## src/hw/cppc_regs.svh

```systemverilog
// constants for the pipeline and prefetch control block
`ifndef CPPC_REGS_SVH
`define CPPC_REGS_SVH

`define CPPC_WORD_W       32
`define CPPC_ENTRY_W      64
`define CPPC_PF_DEPTH     4
`define CPPC_PF_PTR_W     2
`define CPPC_PF_CNT_W     3
`define CPPC_PF_ROOM      3'h3
`define CPPC_ADDR_STEP    32'h00000004
`define CPPC_RESET_PC     32'h00000000
`define CPPC_STAGES_AREA  3
`define CPPC_STAGES_PERF  5

`endif

```

## src/hw/cppc_pkg.sv

```systemverilog
// types shared by the pipeline and prefetch control block
package cppc_pkg;

    typedef logic [31:0] cppc_word_t;

    typedef enum logic [2:0]
    {
        CPPC_FE_IDLE = 3'b001,
        CPPC_FE_WAIT = 3'b010,
        CPPC_FE_DROP = 3'b100
    } cppc_fetch_state_e;

endpackage : cppc_pkg

```

## src/hw/cppc_prefetch_buf.sv

```systemverilog
// instruction prefetch buffer holding sequential address and word pairs
`timescale 1ns/1ps
`include "cppc_regs.svh"

module cppc_prefetch_buf
    import cppc_pkg::*;
(
    // clock and reset
    input  wire logic                      clk,
    input  wire logic                      rstn,
    // fill side
    input  wire logic                      push,
    input  wire logic [`CPPC_ENTRY_W-1:0]  push_data,
    // drain side
    input  wire logic                      pop,
    output logic                           head_valid,
    output logic [`CPPC_ENTRY_W-1:0]       head_data,
    // control and state
    input  wire logic                      flush,
    output logic [`CPPC_PF_CNT_W-1:0]      count_q
);

    logic [`CPPC_ENTRY_W-1:0]  mem_q [`CPPC_PF_DEPTH];
    logic [`CPPC_PF_PTR_W-1:0] wr_q;
    logic [`CPPC_PF_PTR_W-1:0] wr_d;
    logic [`CPPC_PF_PTR_W-1:0] rd_q;
    logic [`CPPC_PF_PTR_W-1:0] rd_d;
    logic [`CPPC_PF_CNT_W-1:0] count_d;
    logic                      do_push;
    logic                      do_pop;

    assign head_valid = (count_q != 3'h0);
    assign head_data  = mem_q[rd_q];

    ////////////////////////////////////////////////////////////////////////////
    always_comb
    begin
        do_push = push && (count_q != 3'(`CPPC_PF_DEPTH)) && !flush;
        do_pop  = pop && head_valid && !flush;
        wr_d    = wr_q;
        rd_d    = rd_q;
        count_d = count_q;
        // (RULE6) flush empties buffer
        if (flush)
        begin
            wr_d    = 2'h0;
            rd_d    = 2'h0;
            count_d = 3'h0;
        end
        else
        begin
            if (do_push)
                wr_d = wr_q + 2'h1;
            if (do_pop)
                rd_d = rd_q + 2'h1;
            if (do_push && !do_pop)
                count_d = count_q + 3'h1;
            else if (do_pop && !do_push)
                count_d = count_q - 3'h1;
        end
    end

    always_ff @(posedge clk or negedge rstn)
    begin
        if (!rstn)
        begin
            wr_q    <= 2'h0;
            rd_q    <= 2'h0;
            count_q <= 3'h0;
        end
        else
        begin
            wr_q    <= wr_d;
            rd_q    <= rd_d;
            count_q <= count_d;
        end
    end

    // storage needs no reset; count guards every read
    always_ff @(posedge clk)
    begin
        if (do_push)
            mem_q[wr_q] <= push_data;
    end

endmodule : cppc_prefetch_buf

```

## src/hw/cppc_pipe_ctrl.sv

```systemverilog
// pipeline advance, stall and instruction prefetch control
// Notes on behaviour
// (RULE1) single-cycle stages, one retire per cycle
// (RULE2) multi-cycle execute holds earlier stages
// (RULE3) slow fetch waits, pipeline state kept
// (RULE4) prefetch keeps fetching sequentially during stall
// (RULE5) fetch stage loads from buffer when present
// (RULE6) barrier or synchronizing branch empties buffer
// (RULE7) area mode: fetch, decode, execute
// (RULE8) performance mode: five stages to writeback
// (RULE9) decode enters execute after last execute cycle
`timescale 1ns/1ps
`include "cppc_regs.svh"

module cppc_pipe_ctrl
    import cppc_pkg::*;
#(
    parameter bit area_optimization_select = 1'b1
)
(
    // clock and reset
    input  wire logic        clk,
    input  wire logic        rstn,
    // instruction memory
    output logic             imem_req_q,
    output cppc_word_t       imem_addr_q,
    input  wire logic        imem_ack,
    input  wire cppc_word_t  imem_rdata,
    // execute stage status
    input  wire logic        ex_busy,
    input  wire logic        memory_barrier_instr,
    input  wire logic        immediate_branch_instr,
    input  wire cppc_word_t  restart_addr,
    // stage contents
    output logic             dec_valid_q,
    output cppc_word_t       dec_instr_q,
    output logic             ex_valid_q,
    output cppc_word_t       ex_instr_q,
    output cppc_word_t       ex_pc_q,
    output logic             retire_q,
    output logic [2:0]       prefetch_count_q
);

    cppc_fetch_state_e st_q;
    cppc_fetch_state_e st_d;
    logic              req_d;
    cppc_word_t        addr_d;
    cppc_word_t        pc_q;
    cppc_word_t        pc_d;
    logic              push;
    logic              pop;
    logic              buf_valid;
    logic [63:0]       buf_head;
    logic              stall;
    logic              ex_done;
    logic              flush;
    logic              room;
    logic              if_valid_q;
    logic              if_valid_d;
    cppc_word_t        if_instr_q;
    cppc_word_t        if_instr_d;
    cppc_word_t        if_pc_q;
    cppc_word_t        if_pc_d;
    cppc_word_t        dec_pc_q;
    cppc_word_t        dec_pc_d;
    logic              dec_valid_d;
    cppc_word_t        dec_instr_d;
    logic              ex_valid_d;
    cppc_word_t        ex_instr_d;
    cppc_word_t        ex_pc_d;
    logic              mem_valid_q;
    logic              mem_valid_d;
    logic              wb_valid_q;
    logic              wb_valid_d;
    logic              retire_d;

    function automatic cppc_word_t next_seq(input cppc_word_t a);
        next_seq = a + `CPPC_ADDR_STEP;
    endfunction : next_seq

    ////////////////////////////////////////////////////////////////////////////
    // (RULE2) stall while execute is busy
    assign stall   = ex_valid_q && ex_busy;
    assign ex_done = ex_valid_q && !ex_busy;
    // (RULE6) flush on barrier or sync branch
    assign flush   = ex_done && (memory_barrier_instr || immediate_branch_instr);
    // one request in flight, so keep a slot for its answer
    assign room    = (prefetch_count_q < `CPPC_PF_ROOM);

    ////////////////////////////////////////////////////////////////////////////
    always_comb
    begin
        st_d   = st_q;
        req_d  = imem_req_q;
        addr_d = imem_addr_q;
        pc_d   = pc_q;
        push   = 1'b0;
        case (st_q)
            CPPC_FE_IDLE:
            begin
                if (flush)
                    pc_d = restart_addr;
                // (RULE4) fetch ahead even while stalled
                else if (room)
                begin
                    req_d  = 1'b1;
                    addr_d = pc_q;
                    st_d   = CPPC_FE_WAIT;
                end
            end
            CPPC_FE_WAIT:
            begin
                // (RULE3) hold request until answer
                if (imem_ack)
                begin
                    req_d = 1'b0;
                    push  = !flush;
                    pc_d  = flush ? restart_addr : next_seq(pc_q);
                    st_d  = CPPC_FE_IDLE;
                end
                else if (flush)
                begin
                    pc_d = restart_addr;
                    st_d = CPPC_FE_DROP;
                end
            end
            CPPC_FE_DROP:
            begin
                // stale word discarded; request cannot be withdrawn
                if (flush)
                    pc_d = restart_addr;
                if (imem_ack)
                begin
                    req_d = 1'b0;
                    st_d  = CPPC_FE_IDLE;
                end
            end
            default:
            begin
                st_d  = CPPC_FE_IDLE;
                req_d = 1'b0;
            end
        endcase
    end

    always_ff @(posedge clk or negedge rstn)
    begin
        if (!rstn)
        begin
            st_q        <= CPPC_FE_IDLE;
            imem_req_q  <= 1'b0;
            imem_addr_q <= `CPPC_RESET_PC;
            pc_q        <= `CPPC_RESET_PC;
        end
        else
        begin
            st_q        <= st_d;
            imem_req_q  <= req_d;
            imem_addr_q <= addr_d;
            pc_q        <= pc_d;
        end
    end

    ////////////////////////////////////////////////////////////////////////////
    cppc_prefetch_buf u_buf
    (
        .clk        (clk),
        .rstn       (rstn),
        .push       (push),
        .push_data  ({imem_addr_q, imem_rdata}),
        .pop        (pop),
        .head_valid (buf_valid),
        .head_data  (buf_head),
        .flush      (flush),
        .count_q    (prefetch_count_q)
    );

    ////////////////////////////////////////////////////////////////////////////
    always_comb
    begin
        // (RULE5) refill fetch stage from buffer
        pop         = !flush && buf_valid && (!stall || !if_valid_q);
        if_valid_d  = if_valid_q;
        if_instr_d  = if_instr_q;
        if_pc_d     = if_pc_q;
        dec_valid_d = dec_valid_q;
        dec_instr_d = dec_instr_q;
        dec_pc_d    = dec_pc_q;
        ex_valid_d  = ex_valid_q;
        ex_instr_d  = ex_instr_q;
        ex_pc_d     = ex_pc_q;
        // (RULE1) every stage moves each cycle unless execute stalls
        if (!stall)
        begin
            if_valid_d  = 1'b0;
            // (RULE9) decode enters execute next cycle
            dec_valid_d = if_valid_q;
            dec_instr_d = if_instr_q;
            dec_pc_d    = if_pc_q;
            ex_valid_d  = dec_valid_q;
            ex_instr_d  = dec_instr_q;
            ex_pc_d     = dec_pc_q;
        end
        if (pop)
        begin
            if_valid_d = 1'b1;
            if_instr_d = buf_head[31:0];
            if_pc_d    = buf_head[63:32];
        end
        // (RULE6) younger stages discarded with buffer
        if (flush)
        begin
            if_valid_d  = 1'b0;
            dec_valid_d = 1'b0;
            ex_valid_d  = 1'b0;
        end
        // (RULE7) area mode retires from execute
        // (RULE8) performance mode adds memory, writeback
        mem_valid_d = area_optimization_select ? 1'b0 : ex_done;
        wb_valid_d  = area_optimization_select ? 1'b0 : mem_valid_q;
        retire_d    = area_optimization_select ? ex_done : wb_valid_q;
    end

    always_ff @(posedge clk or negedge rstn)
    begin
        if (!rstn)
        begin
            if_valid_q  <= 1'b0;
            if_instr_q  <= 32'h00000000;
            if_pc_q     <= 32'h00000000;
            dec_valid_q <= 1'b0;
            dec_instr_q <= 32'h00000000;
            dec_pc_q    <= 32'h00000000;
            ex_valid_q  <= 1'b0;
            ex_instr_q  <= 32'h00000000;
            ex_pc_q     <= 32'h00000000;
            mem_valid_q <= 1'b0;
            wb_valid_q  <= 1'b0;
            retire_q    <= 1'b0;
        end
        else
        begin
            if_valid_q  <= if_valid_d;
            if_instr_q  <= if_instr_d;
            if_pc_q     <= if_pc_d;
            dec_valid_q <= dec_valid_d;
            dec_instr_q <= dec_instr_d;
            dec_pc_q    <= dec_pc_d;
            ex_valid_q  <= ex_valid_d;
            ex_instr_q  <= ex_instr_d;
            ex_pc_q     <= ex_pc_d;
            mem_valid_q <= mem_valid_d;
            wb_valid_q  <= wb_valid_d;
            retire_q    <= retire_d;
        end
    end

endmodule : cppc_pipe_ctrl

```

## config.mk

```make
export PLATFORM = sky130hd
export DESIGN_NAME = cppc_pipe_ctrl
export DESIGN_NICKNAME = d
export VERILOG_FILES = /design/src/hw/cppc_pkg.sv /design/src/hw/cppc_prefetch_buf.sv /design/src/hw/cppc_pipe_ctrl.sv
export VERILOG_INCLUDE_DIRS = /design/src /design/src/hw
export SDC_FILE = /design/constraint.sdc
export NUM_CORES = 1
export LEC_CHECK = 0
export ABC_AREA = 1
export CAP_MARGIN = 20
export CORE_MARGIN = 2
export CORE_UTILIZATION = 40
export DETAILED_ROUTE_END_ITERATION = 16
export DONT_BUFFER_PORTS = 1
export GPL_ROUTABILITY_DRIVEN = 0
export HOLD_SLACK_MARGIN = 0.08
export MAX_ROUTING_LAYER = met4
export PLACE_DENSITY = 0.65
export SETUP_SLACK_MARGIN = 0.02
export SLEW_MARGIN = 0
export SYNTH_ARGS = -nofsm -noshare
export SYNTH_HDL_FRONTEND = slang
export SYNTH_SLANG_ARGS = --single-unit
```

## constraint.sdc

```tcl
create_clock -name clk -period 5.2 [get_ports clk]
set_input_delay 0.52 -clock clk [delete_from_list [all_inputs] [get_ports clk]]
set_output_delay 0.52 -clock clk [all_outputs]
set_load 0.005 [all_outputs]
```

==> Yosys cells after proc, flatten, opt, wreduce, memory -nomap -nowiden <==
Memory sizes are Yosys's and may differ from the RTL's. A register that Yosys moved wholly into a read port is not among the register bits.
Index checks and enable logic that the tools add are counted.
{ "word_totals": {"ff_bits": 207, "ram_bits": 256, "input_bits": 70, "output_inout_bits": 135, "mem_count": 1} }
{ "mem_list": {"columns": ["name", "words", "word_bits", "rd", "rd_clocked_by_memory_dff", "write_ports", "line_no", "text"], "rows": [
  ["u_buf.mem_q", 4, 64, 1, 1, 1, "cppc_prefetch_buf.sv:23", "logic [`CPPC_ENTRY_W-1:0] mem_q [`CPPC_PF_DEPTH];"]
]} }
{ "classes": {"addsub": 5, "n_lt_le_gt_ge": 1, "eq_ne": 11, "n_mux": 32, "bitwise_logic": 1, "reduce_logical": 30} }
{ "op_table": {"columns": ["op", "n"], "rows": [
  ["32-bit two-way mux", 3],
  ["32-bit one-hot mux with 2 select lines", 1],
  ["32-bit by 3-bit adder with 32-bit output, second input constant", 1],
  ["3-bit two-way mux", 8],
  ["1-bit two-way mux", 14],
  ["1-bit logical AND", 11],
  ["3-bit one-hot mux with 3 select lines", 1],
  ["2-bit two-way mux", 4],
  ["1-bit zero test", 7],
  ["2-bit != test, second input constant", 3],
  ["3-bit != test, second input constant", 2],
  ["3-bit AND reduction", 2],
  ["2-bit nonzero test", 3],
  ["3-bit nonzero test", 2],
  ["2-bit by 1-bit adder with 2-bit output, second input constant", 2],
  ["2-bit by 1-bit != test with 1-bit output, second input constant", 2],
  ["4-bit AND reduction", 1],
  ["2-bit OR reduction", 2],
  ["3-bit by 1-bit adder with 3-bit output, second input constant", 1],
  ["3-bit by 1-bit equality test with 1-bit output, second input constant", 1],
  ["3-bit by 2-bit equality test with 1-bit output, second input constant", 1],
  ["3-bit equality test, second input constant", 1],
  ["3-bit by 2-bit less-than comparator with 1-bit output, second input constant", 1],
  ["3-bit by 1-bit != test with 1-bit output, second input constant", 1],
  ["other kinds (4)", 5]
]} }

==> Longest topological paths before layout <==
{ "logic_depth": {"word_depth": 13, "depth_mapped": 12} }

==> Cells and area by module <==
A second synthesis with hierarchy kept.
{ "unflattened": {"cells_unflattened": 1923, "hier_area_um2": 20756.2} }
{ "modules_own_cells": {"columns": ["mod", "instances", "cells_each", "area_per_inst_um2", "seq_area_each_um2"], "rows": [
  ["cppc_pipe_ctrl", 1, 1238, 10765.3, 6607.6],
  ["cppc_prefetch_buf", 1, 685, 9990.8, 7862.5]
]} }

==> Worst setup path after synthesis <==
No wires, ideal clock.
{ "synth_path": {"kind": "input-to-reg", "startpoint": "input port immediate_branch_instr", "endpoint": "memory u_buf.mem_q[0][0] in the netlist's numbering (enable)", "setup_time_ns": 0.486, "arrival_time_ns": 3.785, "required_time_ns": 4.714, "slack_ns": 0.929, "stages": 5, "cell_sequence": "o21ai_2 nand2_1 nor2_4 inv_1 nor2_1"} }
{ "synth_via": {"elab_chain_len": 9} }
{ "synth_rtl": {"columns": ["element", "line_no", "text"], "rows": [
  ["start, declared", "cppc_pipe_ctrl.sv:32", "input wire logic immediate_branch_instr,"],
  ["1-bit logical OR (*)", "cppc_pipe_ctrl.sv:86", "assign flush = ex_done && (memory_barrier_instr || immediate_branch_instr);"],
  ["1-bit logical AND (*)", "cppc_pipe_ctrl.sv:86", null],
  ["1-bit zero test (*)", "cppc_prefetch_buf.sv:38, cppc_pipe_ctrl.sv:117", null],
  ["1-bit two-way mux", "cppc_pipe_ctrl.sv:114", "if (imem_ack)"],
  ["1-bit two-way mux", "cppc_pipe_ctrl.sv:98", "case (st_q)"],
  ["1-bit logical AND", "cppc_prefetch_buf.sv:38", "do_push = push && (count_q != 3'(`CPPC_PF_DEPTH)) && !flush;"],
  ["1-bit logical AND (*)", "cppc_prefetch_buf.sv:38", null],
  ["1-bit two-way mux (*)", "cppc_prefetch_buf.sv:82", "if (do_push)"],
  ["1-bit two-way mux (implied by the code) (*)", "cppc_prefetch_buf.sv:83", "mem_q[wr_q] <= push_data;"],
  ["end, declared", "cppc_prefetch_buf.sv:23", null]
]} }
Every way passes the cells marked *; elsewhere a longest branch is shown, timed or not.

==> Worst setup path in the final report <==
{ "layout_path": {"startpoint": "register ex_valid_q", "endpoint": "memory u_buf.mem_q[3][63] in the netlist's numbering (enable)"} }
{ "layout_via": {"elab_chain_len": 9} }
{ "layout_rtl": {"columns": ["element", "line_no", "text"], "rows": [
  ["start, declared", "cppc_pipe_ctrl.sv:37", "output logic ex_valid_q,"],
  ["start signal, assigned", "cppc_pipe_ctrl.sv:249", "ex_valid_q <= ex_valid_d;"],
  ["1-bit logical AND (*)", "cppc_pipe_ctrl.sv:84", "assign ex_done = ex_valid_q && !ex_busy;"],
  ["via ex_done", "cppc_pipe_ctrl.sv:55", "logic ex_done;"],
  ["1-bit logical AND (*)", "cppc_pipe_ctrl.sv:86", null],
  ["1-bit zero test (*)", "cppc_prefetch_buf.sv:38, cppc_pipe_ctrl.sv:117", null],
  ["1-bit two-way mux", "cppc_pipe_ctrl.sv:114", null],
  ["1-bit two-way mux", "cppc_pipe_ctrl.sv:98", null],
  ["1-bit logical AND", "cppc_prefetch_buf.sv:38", null],
  ["1-bit logical AND (*)", "cppc_prefetch_buf.sv:38", null],
  ["1-bit two-way mux (*)", "cppc_prefetch_buf.sv:82", null],
  ["1-bit two-way mux (implied by the code) (*)", "cppc_prefetch_buf.sv:83", null]
]} }
Mark *: on every way through the listed nets, which the timed path passes. The rest lies on a longest branch.

==> metrics.yaml <==
status: "finished, violations left"
violations: "hold timing"
dp_hpwl_mm: 30.7
path_max_fanout: 31
dr.pass1.iters: 5
synth-seq-cells: 527
hold_viol_final: 271
endpoint_kind: "flop"
initial_core_util_pct: 40.6
final_cell_mix: "381 x nor2_1, 268 x dfrtp_1, 256 x edfxtp_1"
grt_pass1_vias: 13300
cts_tree: "built"
slew_viol_final: 0
routed_wirelength_mm: 48.3
power_leakage_nw: 9.36
worstMarginPinSlew_ns: 0.950
die_h_um: 232
syn2layout_area_growth_pct: 13.5
worstPathRequired_ns: 5.48
io_pins: 205
holdBufCountCts: 51
largest_register: "u_buf.mem_q"
cts_made_buffers: 54
min_path_type: "in -> async"
final_util_pct: 46.1
fin_nets: 2006
wl_per_cell_um: 18.2
peakVddDrop_v: 0.000300
drive_gt1_share_pct: 8.26
io_buffers: 0
start_kind: "flop"
cts.clk_slew.worst_paths_ns: 0.06
period_share_pct: 54.6
synth_edf_count: 256
post-route-min-period_ns: 2.84
max_cap_violations: 0
drc: 0
yosysTopAreaCell: "edfxtp_1"
rsz0062_at_grt: "false"
critPathKind: "reg -> reg"
ys_async_sr_fraction_pct: 51.4
syn_inst: 1902
overflow: 0
use_met3_pct: 3.44
core_area_mm2: 0.0514
vias_per_cell: 5.11
synth_top_area_share_pct: 36.8
clock_skew_ns: 0.0151
yosysWarningCount: 0
synth_nets: 1978
mostFrequentLayoutCell: "nor2_1"
fmax_ghz: 0.352
via_count: 13600
ctsResizeCount: 0
tns_ns: 0
slew_headroom_pct: 36.7
cts_max_level: 2
ys_types: 48
die_area_mm2: 0.0540
post_cts_buffers: 0
synth_seq_area_share_pct: 69.3
grt_max_degree: 272
grt_use_total_pct: 18.6
die_x_um: 232
p_per_area_mw_per_mm2: 595
grt_antenna_before_repair: 5
grt_pass1_wl_mm: 75.7
syn_area_mm2: 0.0209
cp.arrival_ns: 3.12
synth_ff_type: "dfrtp_1"
drtAntennaViolNets: 0
ys_top_cells_by_area: "edfxtp_1 37%, dfrtp_1 32%, nor2_1 6.9%, o21ai_0 5.8%, nand2_1 4.0%"
clock-sinks: 527
drt_iter0_drc: 1103
gr-usage-met2_pct: 28.8
cts-root-buf: "clkbuf_16"
finalSetupViolCount: 0
busiest_layer: "met2"
clk_path_buf_depth: 3
grt_use_met1_pct: 25.0
clk_latency_ns: 0.60
timing.hold.ws_ns: -0.347
num_rows: 83
avgSynthCellArea_um2: 11.0
largest_reg_flops: 256
Yosys cell counts (2+ instances only):
| cell type | instances |
|---|---|
| mux2_4 | 2 |
| nor3_2 | 2 |
| nand2_1 | 223 |
| o21ai_0 | 240 |
| nor2_2 | 8 |
| o22ai_1 | 14 |
| a21oi_1 | 70 |
| dfrtp_1 | 270 |
| buf_1 | 12 |
| nand3_1 | 51 |
| nand4_1 | 11 |
| nor2_1 | 385 |
| ha_1 | 5 |
| edfxtp_1 | 256 |
| inv_2 | 11 |
| o221ai_1 | 2 |
| xor2_1 | 5 |
| mux2_2 | 15 |
| nor2_4 | 5 |
| o21ai_1 | 4 |
| o211ai_1 | 4 |
| or2_2 | 2 |
| buf_4 | 7 |
| o21ai_2 | 3 |
| buf_2 | 40 |
| nor3_1 | 9 |
| nand3_4 | 3 |
| o21bai_1 | 2 |
| nand2_2 | 10 |
| clkbuf_1 | 35 |
| buf_6 | 4 |
| inv_1 | 124 |
| a31oi_1 | 53 |
kinds of logic (layout without fill, tap and decap cells):
group,count (synthesis),in the layout,synth area share [%]
other,0,6,0
AOI/OAI and AO/OA,399,399,10.2
muxes,17,17,0.953
DFF,527,527,69.3
and+or+nand+nor,713,713,14.1
buffers and inverters,234,306,4.72
adders and majority gates,6,6,0.396
xor gates and xnor gates,6,6,0.252
per-layer routing:
layer	routed length, µm	up-vias
met5	0	-
met4	870	0
met3	3300	63
met2	22700	383
met1	21400	6644
li1	-	6496
power by group:
part | internal [mW] | leakage (nW) | switching [mW]
Combinational | 1.29 | 3.07 | 2.51
Clock | 1.98 | 0.789 | 1.58
Sequential | 5.65 | 5.50 | 1.08
path summary, 6_finish.rpt:
check | start | endpoint | slack, ns | cells after the start
setup / recovery | ex_valid_q$_DFFE_PN0P_ | u_buf.mem_q[3][63]$_DFFE_PP_ | 2.36 | 10
hold / removal | rstn | ex_instr_q[6]$_DFFE_PN0P_ | -0.35 | 0
setup reg to reg | ex_valid_q$_DFFE_PN0P_ | u_buf.mem_q[3][63]$_DFFE_PP_ | 2.36 | 10
hold reg to reg | if_pc_q[5]$_DFFE_PN0N_ | dec_pc_q[5]$_DFFE_PN0P_ | 0.48 | 2
max in group asynchronous | rstn | dec_pc_q[13]$_DFFE_PN0P_ | 5.15 | 0
min in group clk | imem_ack | imem_req_q$_DFFE_PN0P_ | 0.12 | 3
final cells by class:
class	count	area (µm²)
repair buffers	70	761
multi-input cells	1141	5460
flip-flops and latches	527	14500
diodes	6	15.0
fillers	4691	27700
clock inverters	24	145
inverters	136	514
clock buffers	76	1470
well taps	680	851
per-stage QoR:
| step | total power, mW | worst slack, ns | cells | instance area, µm² |
|---|---|---|---|---|
| floorplan | 9.40 | 0.929 | 1902 | 20900 |
| global placement | 10.4 | 1.96 | 2498 | 21400 |
| detailed placement | 10.6 | 1.95 | 2501 | 21500 |
| CTS | 14.3 | 1.94 | 2652 | 23600 |
| global route | 15.1 | 2.14 | 2659 | 23700 |
| finish | 14.1 | 2.36 | 2660 | 23700 |
critical path, cell delays in order, from the launching register on:
cell and delay (ns):
dfrtp_1 0.49, inv_1 0.12, nor2_2 0.08, o21ai_2 0.06, buf_4 0.31, nand2_1 0.14, nor2_4 0.17, inv_1 0.19
nor2_4 0.46, buf_12 0.26, buf_12 0.23
No activity file was read; power rests on OpenSTA's default activity.
